[config.mk]
export PLATFORM = sky130hd
export DESIGN_NAME = tcbd_core
export DESIGN_NICKNAME = d
export VERILOG_FILES = /design/src/design/tcbd_core.v
export VERILOG_INCLUDE_DIRS = /design/src /design/src/inc
export SDC_FILE = /design/constraint.sdc
export NUM_CORES = 1
export LEC_CHECK = 0
export BUFFER_PORTS_ARGS = -buffer_cell sky130_fd_sc_hd__buf_2
export CAP_MARGIN = 10
export CORE_UTILIZATION = 25
export DETAILED_ROUTE_END_ITERATION = 10
export HOLD_SLACK_MARGIN = 0.1
export PLACE_DENSITY_LB_ADDON = 0.25
export SETUP_SLACK_MARGIN = 0.5
export SLEW_MARGIN = 40
export SYNTH_ARGS = -nofsm -noshare
export SYNTH_HDL_FRONTEND = slang
export SYNTH_SLANG_ARGS = --single-unit
[constraint.sdc]
create_clock -name core_clk_in -period 4 [get_ports core_clk_in]
set_input_delay 0.6 -clock core_clk_in [delete_from_list [all_inputs] [get_ports core_clk_in]]
set_output_delay 0.6 -clock core_clk_in [all_outputs]
set_load 0.1 [all_outputs]
[src/inc/tcbd_defines.vh]
// Register offsets, field positions and constants of the compare/break/DMA block
`ifndef TCBD_DEFINES_VH
`define TCBD_DEFINES_VH

// ------------------------------------------------------------------
// Register byte offsets
// ------------------------------------------------------------------
`define TCBD_OFS_CTRL1     7'h00
`define TCBD_OFS_CMP3      7'h3c
`define TCBD_OFS_CMP4      7'h40
`define TCBD_OFS_BKDT      7'h44
`define TCBD_OFS_DCTRL     7'h48
`define TCBD_OFS_WINDOW    7'h4c

// ------------------------------------------------------------------
// Break and dead-time field positions
// ------------------------------------------------------------------
`define TCBD_BK_MOE        15
`define TCBD_BK_AOE        14
`define TCBD_BK_POL        13
`define TCBD_BK_EN         12
`define TCBD_BK_RUN_OFFSTATE_SELECT       11
`define TCBD_BK_IDLE_OFFSTATE_SELECT       10
`define TCBD_BK_LCK_HI     9
`define TCBD_BK_LCK_LO     8
`define TCBD_BK_DT_HI      7
`define TCBD_BK_DT_LO      0

// ------------------------------------------------------------------
// DMA control field positions and masks
// ------------------------------------------------------------------
`define TCBD_DC_LEN_HI     12
`define TCBD_DC_LEN_LO     8
`define TCBD_DC_IDX_HI     4
`define TCBD_DC_IDX_LO     0
`define TCBD_DC_MASK       16'h1f1f

// ------------------------------------------------------------------
// Lock levels and reset values
// ------------------------------------------------------------------
`define TCBD_LCK_NONE      2'h0
`define TCBD_LCK_L1        2'h1
`define TCBD_LCK_L2        2'h2
`define TCBD_LCK_L3        2'h3
`define TCBD_RST16         16'h0000
`define TCBD_DT_NONE       11'h000

// ------------------------------------------------------------------
// Dead-time code decode constants
// ------------------------------------------------------------------
`define TCBD_DT_BASE64     11'h040
`define TCBD_DT_BASE32     11'h020

`endif

[src/design/tcbd_core.v]
// Channel 3/4 compare values, break and dead-time control, DMA burst window
// ------------------------------------------------------------------
// Summary of operation
// - Output channel compares value against counter
// - Preload off writes direct, else on update
// - Input mode latches capture, register read-only
// - Main enable set sw/hw, cleared by break
// - Main enable gates channel output enables
// - Auto enable sets main on update, no break
// - Break polarity chooses active level, delayed
// - Break enable gates pin and clock failure
// - Run off-state drives inactive outputs enabled
// - Idle off-state drives idle outputs enabled unless break active
// - Lock level zero leaves everything writable
// - Level one locks dead-time, break, idle bits
// - Level two also locks polarity, off-state
// - Level three also locks compare mode, preload
// - Lock field writable once after reset
// - Dead time decoded from eight-bit code
// - Burst count is field plus one
// - Base index picks first burst register
// - Window access redirected to base plus offset
// - Event issues DMA requests until burst done
// ------------------------------------------------------------------
`include "tcbd_defines.vh"

module tcbd_core (
  input  wire        core_clk_in,
  input  wire        nrst_in,
  // Register port: byte address, one-cycle strobes
  input  wire [6:0]  reg_addr_in,
  input  wire        reg_wr_in,
  input  wire        reg_rd_in,
  input  wire [15:0] reg_wdata_in,
  output reg  [15:0] reg_rdata_out,
  // Redirected access toward the rest of the timer register map
  output reg  [6:0]  fwd_addr_out,
  output reg         fwd_wr_out,
  output reg         fwd_rd_out,
  output reg  [15:0] fwd_wdata_out,
  input  wire [15:0] fwd_rdata_in,
  // Time base and events from the timer core
  input  wire [15:0] counter_in,
  input  wire        update_evt_in,
  input  wire        dma_evt_in,
  input  wire        dma_ack_in,
  output reg         dma_req_out,
  // Channel 3/4 configuration (index 0 = channel 3)
  input  wire [1:0]  chan_is_input_in,
  input  wire [1:0]  capture_evt_in,
  input  wire [1:0]  chan_compare_preload_en_in,
  input  wire [1:0]  chan_output_on_in,
  input  wire [1:0]  chan_compl_output_on_in,
  // Break sources, from pins
  input  wire        break_pin_in,
  input  wire        clock_failure_detector_in,
  // Compare results and output enables per channel
  output reg  [1:0]  compare_match_out,
  output reg  [1:0]  chan_oe_out,
  output reg  [1:0]  chan_compl_oe_out,
  output reg         main_output_on_out,
  // Write-permission flags toward the other timer registers
  output reg         idle_level_wr_ok_out,
  output reg         polarity_wr_ok_out,
  output reg         compare_mode_wr_ok_out,
  // Dead time in dead-time ticks
  output reg  [10:0] dead_time_ticks_out
);

  // ------------------------------------------------------------------
  // Decode functions
  // ------------------------------------------------------------------
  // Dead-time code to tick count
  function [10:0] tcbd_dt_decode;
    input [7:0] code;
    begin
      if (!code[7]) begin
        tcbd_dt_decode = {3'h0, code};
      end else if (!code[6]) begin
        tcbd_dt_decode = (`TCBD_DT_BASE64 + {5'h00, code[5:0]}) << 1;
      end else if (!code[5]) begin
        tcbd_dt_decode = (`TCBD_DT_BASE32 + {6'h00, code[4:0]}) << 3;
      end else begin
        tcbd_dt_decode = (`TCBD_DT_BASE32 + {6'h00, code[4:0]}) << 4;
      end
    end
  endfunction

  // ------------------------------------------------------------------
  // Pin synchronisers and registers
  // ------------------------------------------------------------------
  reg  [1:0]  brk_pin_sync_r;
  reg  [1:0]  clk_fail_sync_r;
  reg  [15:0] cmp_pre_r [0:1];
  reg  [15:0] cmp_act_r [0:1];
  reg         moe_r;
  reg         aoe_r;
  reg         bkp_r;
  reg         break_input_on_r;
  reg         run_offstate_select_r;
  reg         idle_offstate_select_r;
  reg  [1:0]  lck_r;
  reg         lck_written_r;
  reg  [7:0]  dtg_r;
  reg         bkp_eff_r;
  reg         break_input_on_eff_r;
  reg  [4:0]  dbl_r;
  reg  [4:0]  dba_r;
  reg  [4:0]  burst_cnt_r;
  reg         fwd_pend_r;

  wire        brk_pin_s = brk_pin_sync_r[1];
  wire        clk_fail_s = clk_fail_sync_r[1];
  wire        wr_bkdt = reg_wr_in && (reg_addr_in == `TCBD_OFS_BKDT);
  wire        wr_dctrl = reg_wr_in && (reg_addr_in == `TCBD_OFS_DCTRL);
  wire        win_acc = (reg_wr_in || reg_rd_in) && (reg_addr_in == `TCBD_OFS_WINDOW);
  wire        brk_pol_ok = bkp_eff_r ? brk_pin_s : ~brk_pin_s;
  wire        brk_active = break_input_on_eff_r && (brk_pol_ok || clk_fail_s);
  wire        lck_ge1 = (lck_r != `TCBD_LCK_NONE);
  wire        lck_ge2 = (lck_r == `TCBD_LCK_L2) || (lck_r == `TCBD_LCK_L3);
  wire        lck_ge3 = (lck_r == `TCBD_LCK_L3);
  wire [6:0]  win_addr = `TCBD_OFS_CTRL1 + {dba_r + burst_cnt_r, 2'b00};
  wire        burst_last = (burst_cnt_r == dbl_r);

  // Break pin and clock failure synchronisers
  always @(posedge core_clk_in or negedge nrst_in) begin
    if (!nrst_in) begin
      brk_pin_sync_r  <= 2'h0;
      clk_fail_sync_r <= 2'h0;
    end else begin
      brk_pin_sync_r  <= {brk_pin_sync_r[0], break_pin_in};
      clk_fail_sync_r <= {clk_fail_sync_r[0], clock_failure_detector_in};
    end
  end

  // ------------------------------------------------------------------
  // Compare registers, channels 3 and 4
  // ------------------------------------------------------------------
  genvar ch;
  generate
    for (ch = 0; ch < 2; ch = ch + 1) begin : g_chan
      wire [6:0] my_ofs = ch ? `TCBD_OFS_CMP4 : `TCBD_OFS_CMP3;
      // Direct and window writes both reach the compare value
      wire       my_wr = (reg_wr_in && reg_addr_in == my_ofs) ||
                         (win_acc && reg_wr_in && win_addr == my_ofs);
      always @(posedge core_clk_in or negedge nrst_in) begin
        if (!nrst_in) begin
          cmp_pre_r[ch] <= `TCBD_RST16;
          cmp_act_r[ch] <= `TCBD_RST16;
        end else if (chan_is_input_in[ch]) begin
          // Input mode: capture wins, writes are ignored
          if (capture_evt_in[ch]) begin
            cmp_pre_r[ch] <= counter_in;
            cmp_act_r[ch] <= counter_in;
          end
        end else begin
          if (my_wr) begin
            cmp_pre_r[ch] <= reg_wdata_in;
            if (!chan_compare_preload_en_in[ch]) begin
              cmp_act_r[ch] <= reg_wdata_in;
            end
          end
          // A write in the update cycle still lands one update later
          if (update_evt_in && chan_compare_preload_en_in[ch]) begin
            cmp_act_r[ch] <= cmp_pre_r[ch];
          end
        end
      end

      // Compare result and channel output enables
      always @(posedge core_clk_in or negedge nrst_in) begin
        if (!nrst_in) begin
          compare_match_out[ch] <= 1'b0;
          chan_oe_out[ch]       <= 1'b0;
          chan_compl_oe_out[ch] <= 1'b0;
        end else begin
          compare_match_out[ch] <= !chan_is_input_in[ch] &&
                                   (counter_in == cmp_act_r[ch]);
          if (chan_is_input_in[ch] || brk_active) begin
            chan_oe_out[ch]       <= 1'b0;
            chan_compl_oe_out[ch] <= 1'b0;
          end else if (moe_r) begin
            // Run mode: off-state enables when either side is on
            chan_oe_out[ch]       <= chan_output_on_in[ch] ||
                                     (run_offstate_select_r && chan_compl_output_on_in[ch]);
            chan_compl_oe_out[ch] <= chan_compl_output_on_in[ch] ||
                                     (run_offstate_select_r && chan_output_on_in[ch]);
          end else begin
            chan_oe_out[ch]       <= idle_offstate_select_r && (chan_output_on_in[ch] ||
                                     chan_compl_output_on_in[ch]);
            chan_compl_oe_out[ch] <= idle_offstate_select_r && (chan_output_on_in[ch] ||
                                     chan_compl_output_on_in[ch]);
          end
        end
      end
    end
  endgenerate

  // ------------------------------------------------------------------
  // Break and dead-time control
  // ------------------------------------------------------------------
  wire bk_hit = wr_bkdt || (win_acc && reg_wr_in && win_addr == `TCBD_OFS_BKDT);

  // Protected fields obey the lock level in force before this write
  always @(posedge core_clk_in or negedge nrst_in) begin
    if (!nrst_in) begin
      moe_r         <= 1'b0;
      aoe_r         <= 1'b0;
      bkp_r         <= 1'b0;
      break_input_on_r        <= 1'b0;
      run_offstate_select_r        <= 1'b0;
      idle_offstate_select_r        <= 1'b0;
      lck_r         <= `TCBD_LCK_NONE;
      lck_written_r <= 1'b0;
      dtg_r         <= 8'h00;
    end else begin
      if (bk_hit) begin
        if (!lck_ge1) begin
          aoe_r  <= reg_wdata_in[`TCBD_BK_AOE];
          bkp_r  <= reg_wdata_in[`TCBD_BK_POL];
          break_input_on_r <= reg_wdata_in[`TCBD_BK_EN];
          dtg_r  <= reg_wdata_in[`TCBD_BK_DT_HI:`TCBD_BK_DT_LO];
        end
        if (!lck_ge2) begin
          run_offstate_select_r <= reg_wdata_in[`TCBD_BK_RUN_OFFSTATE_SELECT];
          idle_offstate_select_r <= reg_wdata_in[`TCBD_BK_IDLE_OFFSTATE_SELECT];
        end
        if (!lck_written_r) begin
          lck_r         <= reg_wdata_in[`TCBD_BK_LCK_HI:`TCBD_BK_LCK_LO];
          lck_written_r <= 1'b1;
        end
      end
      // Break clears main enable with priority over every set
      if (brk_active) begin
        moe_r <= 1'b0;
      end else if (bk_hit && reg_wdata_in[`TCBD_BK_MOE]) begin
        moe_r <= 1'b1;
      end else if (update_evt_in && aoe_r) begin
        moe_r <= 1'b1;
      end else if (bk_hit) begin
        moe_r <= 1'b0;
      end
    end
  end

  // Polarity and enable act one bus clock after the write
  always @(posedge core_clk_in or negedge nrst_in) begin
    if (!nrst_in) begin
      bkp_eff_r  <= 1'b0;
      break_input_on_eff_r <= 1'b0;
    end else begin
      bkp_eff_r  <= bkp_r;
      break_input_on_eff_r <= break_input_on_r;
    end
  end

  // Main enable, lock permissions and dead time outputs
  always @(posedge core_clk_in or negedge nrst_in) begin
    if (!nrst_in) begin
      main_output_on_out     <= 1'b0;
      idle_level_wr_ok_out   <= 1'b1;
      polarity_wr_ok_out     <= 1'b1;
      compare_mode_wr_ok_out <= 1'b1;
      dead_time_ticks_out    <= `TCBD_DT_NONE;
    end else begin
      main_output_on_out     <= moe_r && !brk_active;
      idle_level_wr_ok_out   <= !lck_ge1;
      polarity_wr_ok_out     <= !lck_ge2;
      compare_mode_wr_ok_out <= !lck_ge3;
      dead_time_ticks_out    <= tcbd_dt_decode(dtg_r);
    end
  end

  // ------------------------------------------------------------------
  // DMA burst control and window
  // ------------------------------------------------------------------
  wire dc_hit = wr_dctrl || (win_acc && reg_wr_in && win_addr == `TCBD_OFS_DCTRL);

  // Burst state: request held until the last window access
  always @(posedge core_clk_in or negedge nrst_in) begin
    if (!nrst_in) begin
      dbl_r       <= 5'h00;
      dba_r       <= 5'h00;
      burst_cnt_r <= 5'h00;
      dma_req_out <= 1'b0;
    end else begin
      if (dc_hit) begin
        dbl_r       <= reg_wdata_in[`TCBD_DC_LEN_HI:`TCBD_DC_LEN_LO];
        dba_r       <= reg_wdata_in[`TCBD_DC_IDX_HI:`TCBD_DC_IDX_LO];
        burst_cnt_r <= 5'h00;
      end else if (win_acc) begin
        if (burst_last) begin
          burst_cnt_r <= 5'h00;
        end else begin
          burst_cnt_r <= burst_cnt_r + 5'h01;
        end
      end
      // A new event wins over the last access of the previous burst
      if (dma_evt_in) begin
        dma_req_out <= 1'b1;
      end else if (win_acc && burst_last) begin
        dma_req_out <= 1'b0;
      end
    end
  end

  // Forwarding of window accesses to registers outside this block
  wire fwd_ext = (win_addr != `TCBD_OFS_CMP3) && (win_addr != `TCBD_OFS_CMP4) &&
                 (win_addr != `TCBD_OFS_BKDT) && (win_addr != `TCBD_OFS_DCTRL);
  always @(posedge core_clk_in or negedge nrst_in) begin
    if (!nrst_in) begin
      fwd_addr_out  <= 7'h00;
      fwd_wr_out    <= 1'b0;
      fwd_rd_out    <= 1'b0;
      fwd_wdata_out <= `TCBD_RST16;
      fwd_pend_r    <= 1'b0;
    end else begin
      fwd_wr_out <= win_acc && reg_wr_in && fwd_ext;
      fwd_rd_out <= win_acc && reg_rd_in && fwd_ext;
      fwd_pend_r <= win_acc && reg_rd_in && fwd_ext;
      if (win_acc) begin
        fwd_addr_out  <= win_addr;
        fwd_wdata_out <= reg_wdata_in;
      end
    end
  end

  // ------------------------------------------------------------------
  // Read data, one cycle after the strobe, two for forwarded window reads
  // ------------------------------------------------------------------
  reg  [15:0] rd_local;
  reg  [6:0]  rd_addr;
  always @* begin
    rd_addr  = win_acc ? win_addr : reg_addr_in;
    rd_local = `TCBD_RST16;
    case (rd_addr)
      `TCBD_OFS_CMP3:  rd_local = cmp_pre_r[0];
      `TCBD_OFS_CMP4:  rd_local = cmp_pre_r[1];
      `TCBD_OFS_BKDT:  rd_local = {moe_r, aoe_r, bkp_r, break_input_on_r, run_offstate_select_r, idle_offstate_select_r, lck_r, dtg_r};
      `TCBD_OFS_DCTRL: rd_local = {3'h0, dbl_r, 3'h0, dba_r};
      default:         rd_local = `TCBD_RST16;
    endcase
  end

  // Forwarded reads return the outside data one cycle later
  always @(posedge core_clk_in or negedge nrst_in) begin
    if (!nrst_in) begin
      reg_rdata_out <= `TCBD_RST16;
    end else if (fwd_pend_r) begin
      reg_rdata_out <= fwd_rdata_in;
    end else if (reg_rd_in) begin
      reg_rdata_out <= rd_local;
    end
  end

endmodule

==> run summary <==
status = finished, final reports clean
ys async rst share = 100.0%
maximum clock insertion buffer count = 2
worst vdd ir = 0.2364 mV
worst skew pair latency = 440 ps
Num CTS Buffers = 17
most common cell after layout, fill and taps aside = dfrtp_1
CP Data Required Time = 4310 ps
drt wl/cell = 20.58 µm
relative slew slack = 49.03%
final setup skew = 13.50 ps
# fillers = 3600
most frequent cells in the layout = dfrtp_1, buf_2, nand2_1
Mapped Cells = 828
RSZ-0062 raised after global routing = yes
Logic pwr share = 23.7%
Initial Util = 25.32%
layout cells sized above 1 = 32.81%
Fmax achieved = 303.8 MHz
full die area = 35650 µm²
# Max-Cap Violations = 0
Mean Syn Cell Area = 10.54 µm²
DR vias = 6885
CTS root buffer = clkbuf_16
reg2reg path depth = 8
number of H-tree levels = 4
Pre-antenna DRT Iters = 5
period utilization = 82.29%
global-route wire length before repair = 43.77 mm
initial antenna violation count = 2
critical path class = reg2reg
vias per cell = 4.876
Final ANT Viol Nets = 0
CTS tree = built
drt drc = 0
clk slew on worst S/H paths = 70 ps
1st-iter DRT viols = 471
port bufs = 132
Final Hold Viols = 0
post-synthesis register bit count = 162
total core area = 34460 µm²
n_diodes = 0
fin nets = 1024
P_sw = 1753 µW
crit-path max FO = 11
Arr. time, crit path = 3600 ps
routed wire length = 29.07 mm
FF-to-FF Start = burst_cnt_r[0]$_DFFE_PN0P_
Mapped Area = 8726 µm²
Boundary Pins = 137
final setup vio count = 0
YS warnings = 0
Distinct cells, synth = 70
power share of the clock group = 36.7%
Least-Margin Pin Slew = 764.6 ps
GRT Resource Usage Total = 16.54%
startpoint types = flop
vias in the first global route = 6769
minimum clock period = 3292 ps
routability congestion estimate = 0.7928
row count = 68
sequential share of power = 39.6%
die width = 188.8 µm
register area share after synthesis = 46.50%
area grow syn2layout = 21.04%
flop2flop setup slack = 710 ps
DP HPWL = 21.03 mm
largest net degree at the start of global routing = 82
Pwr Density = 473.2 nW/µm²
final setup TNS = 0 ps
Post-synth EDFFs = 0
Chip Height = 188.8 µm
total gr overflow = 0
dominant synthesized flop cell = dfrtp_1
total power = 4998 µW
total clock sinks = 162
CTS Hold Buffers Added = 0
reg-to-reg critical path endpoint = aoe_r$_DFFE_PN0P_
Sw Share = 35.08%
Final Max Slew Viols = 0
leakage = 0.004810 µW
Int Pwr = 3245 µW
Setup crit end kind = flop
Worst Hold Class = in2async
layout make-up:
cell class / count / area, µm² / share of cell area [%]
inverter: 11 / 41.29 / 0.3909
tap: 455 / 569.3 / 5.390
clock buffer: 18 / 429.2 / 4.063
clock inverter: 14 / 216.5 / 2.050
multi-input combinational: 604 / 4415 / 41.81
sequential: 162 / 4058 / 38.42
timing repair buffer: 148 / 832.0 / 7.878
worst max path at each step:
stage                                from                        end  slack, ps  cells past startpoint
2_1_floorplan  burst_cnt_r[0]$_DFFE_PN0P_       dba_r[4]$_DFFE_PN0N_        930                      9
3_3_place_gp   burst_cnt_r[0]$_DFFE_PN0P_       dtg_r[0]$_DFFE_PN0P_        490                      8
3_5_place_dp   burst_cnt_r[0]$_DFFE_PN0P_          aoe_r$_DFFE_PN0P_        430                      8
4_1_cts        burst_cnt_r[0]$_DFFE_PN0P_       dba_r[0]$_DFFE_PN0N_        500                      8
5_1_grt        burst_cnt_r[0]$_DFFE_PN0P_  cmp_pre_r[24]$_DFFE_PN0P_        450                      9
6_report       burst_cnt_r[0]$_DFFE_PN0P_          aoe_r$_DFFE_PN0P_        710                      8
synthesized netlist by cell type (all sizes together) (5+ instances only):
cell type | instances | share of area (%)
o21ai | 34 | 2.1
buf | 20 | 1.6
or3 | 7 | 0.50
mux2i | 23 | 2.6
o221a | 15 | 1.9
o22ai | 16 | 1.1
a211oi | 7 | 0.66
a21oi | 33 | 2.0
nand3 | 17 | 0.98
inv | 10 | 0.43
nor4 | 8 | 0.57
clkbuf | 33 | 1.4
ha | 5 | 0.72
a22oi | 12 | 1.0
nor2 | 26 | 1.1
xor2 | 39 | 3.9
dfrtp | 159 | 46
a31oi | 12 | 0.86
and3 | 17 | 1.2
nand2 | 121 | 5.2
nor3 | 11 | 0.82
nand2b | 6 | 0.43
a22o | 6 | 0.60
mux2 | 93 | 12
or2 | 18 | 1.3
a32oi | 5 | 0.50
a221o | 16 | 1.8
kinds of logic (layout without fill, tap and decap cells):
family	count (synthesis)	in the layout	share of synthesized area, %
XOR/XNOR	42	42	4.216
flip-flops	162	162	46.50
AO/OA/AOI/OAI	184	184	15.92
adder cells (fa/ha/maj)	6	6	0.9464
other	1	3	0.04298
multiplexers	116	116	14.64
buffers and inverters	64	191	3.542
AND/OR/NAND/NOR	253	253	14.20
routing by layer:
metal / vias to the layer above / routed length [µm] / global-route usage [%]
li1: 3249 / - / -
met1: 3439 / 13430 / 22.19
met2: 156 / 13930 / 26.75
met3: 37 / 1100 / 3.297
met4: 4 / 584 / 4.901
met5: - / 22 / 0
critical path, stage by stage, from the launching register on:
cell and delay (ps):
dfrtp_1 450, ha_1 250, fa_1 470, a211oi_2 300, o21ai_0 190, a32o_2 320, o31a_1 410, nand2b_2 390
mux2_1 380
metrics by stage:
stage	utilization [%]	hold slack (ps)	instance area [µm²]	cells	worst slack, ps
CTS	30.43	202.5	10490	1408	500.0
finish	30.65	174.3	10560	1412	708.2
detailed placement	28.52	339.6	9827	1375	431.8
global route	30.65	218.4	10560	1412	454.2
floorplan	-	304.4	8733	830	933.1
global placement	28.44	338.0	9801	1374	492.2
power groups by stage:
stage	registers [µW]	logic, µW	clock network, µW
floorplan	2380	468	0
global placement	2000	1180	0
detailed placement	2010	1190	0
CTS	1980	1190	1870
global route	2000	1270	1940
finish	1980	1180	1840
registers in the layout, summed over array words and instances, names as in the netlist, 2 cells and up:
name and cells:
fwd_wdata_out 16, burst_cnt_r 5, fwd_addr_out 5, cmp_act_r 32
dtg_r 8, reg_rdata_out 16, chan_oe_out 2, brk_pin_sync_r 2
dead_time_ticks_out 10, chan_compl_oe_out 2, dba_r 5, compare_match_out 2
cmp_pre_r 32, lck_r 2, clk_fail_sync_r 2, dbl_r 5
repair_timing:
item / CTS / global route
resized for setup: 3 / 4
pin swaps: 1 / 2
endpoints found under the setup margin: 37 / 83
buffers inserted: 1 / 3
Note: power is estimated with default switching activity, not from simulation.
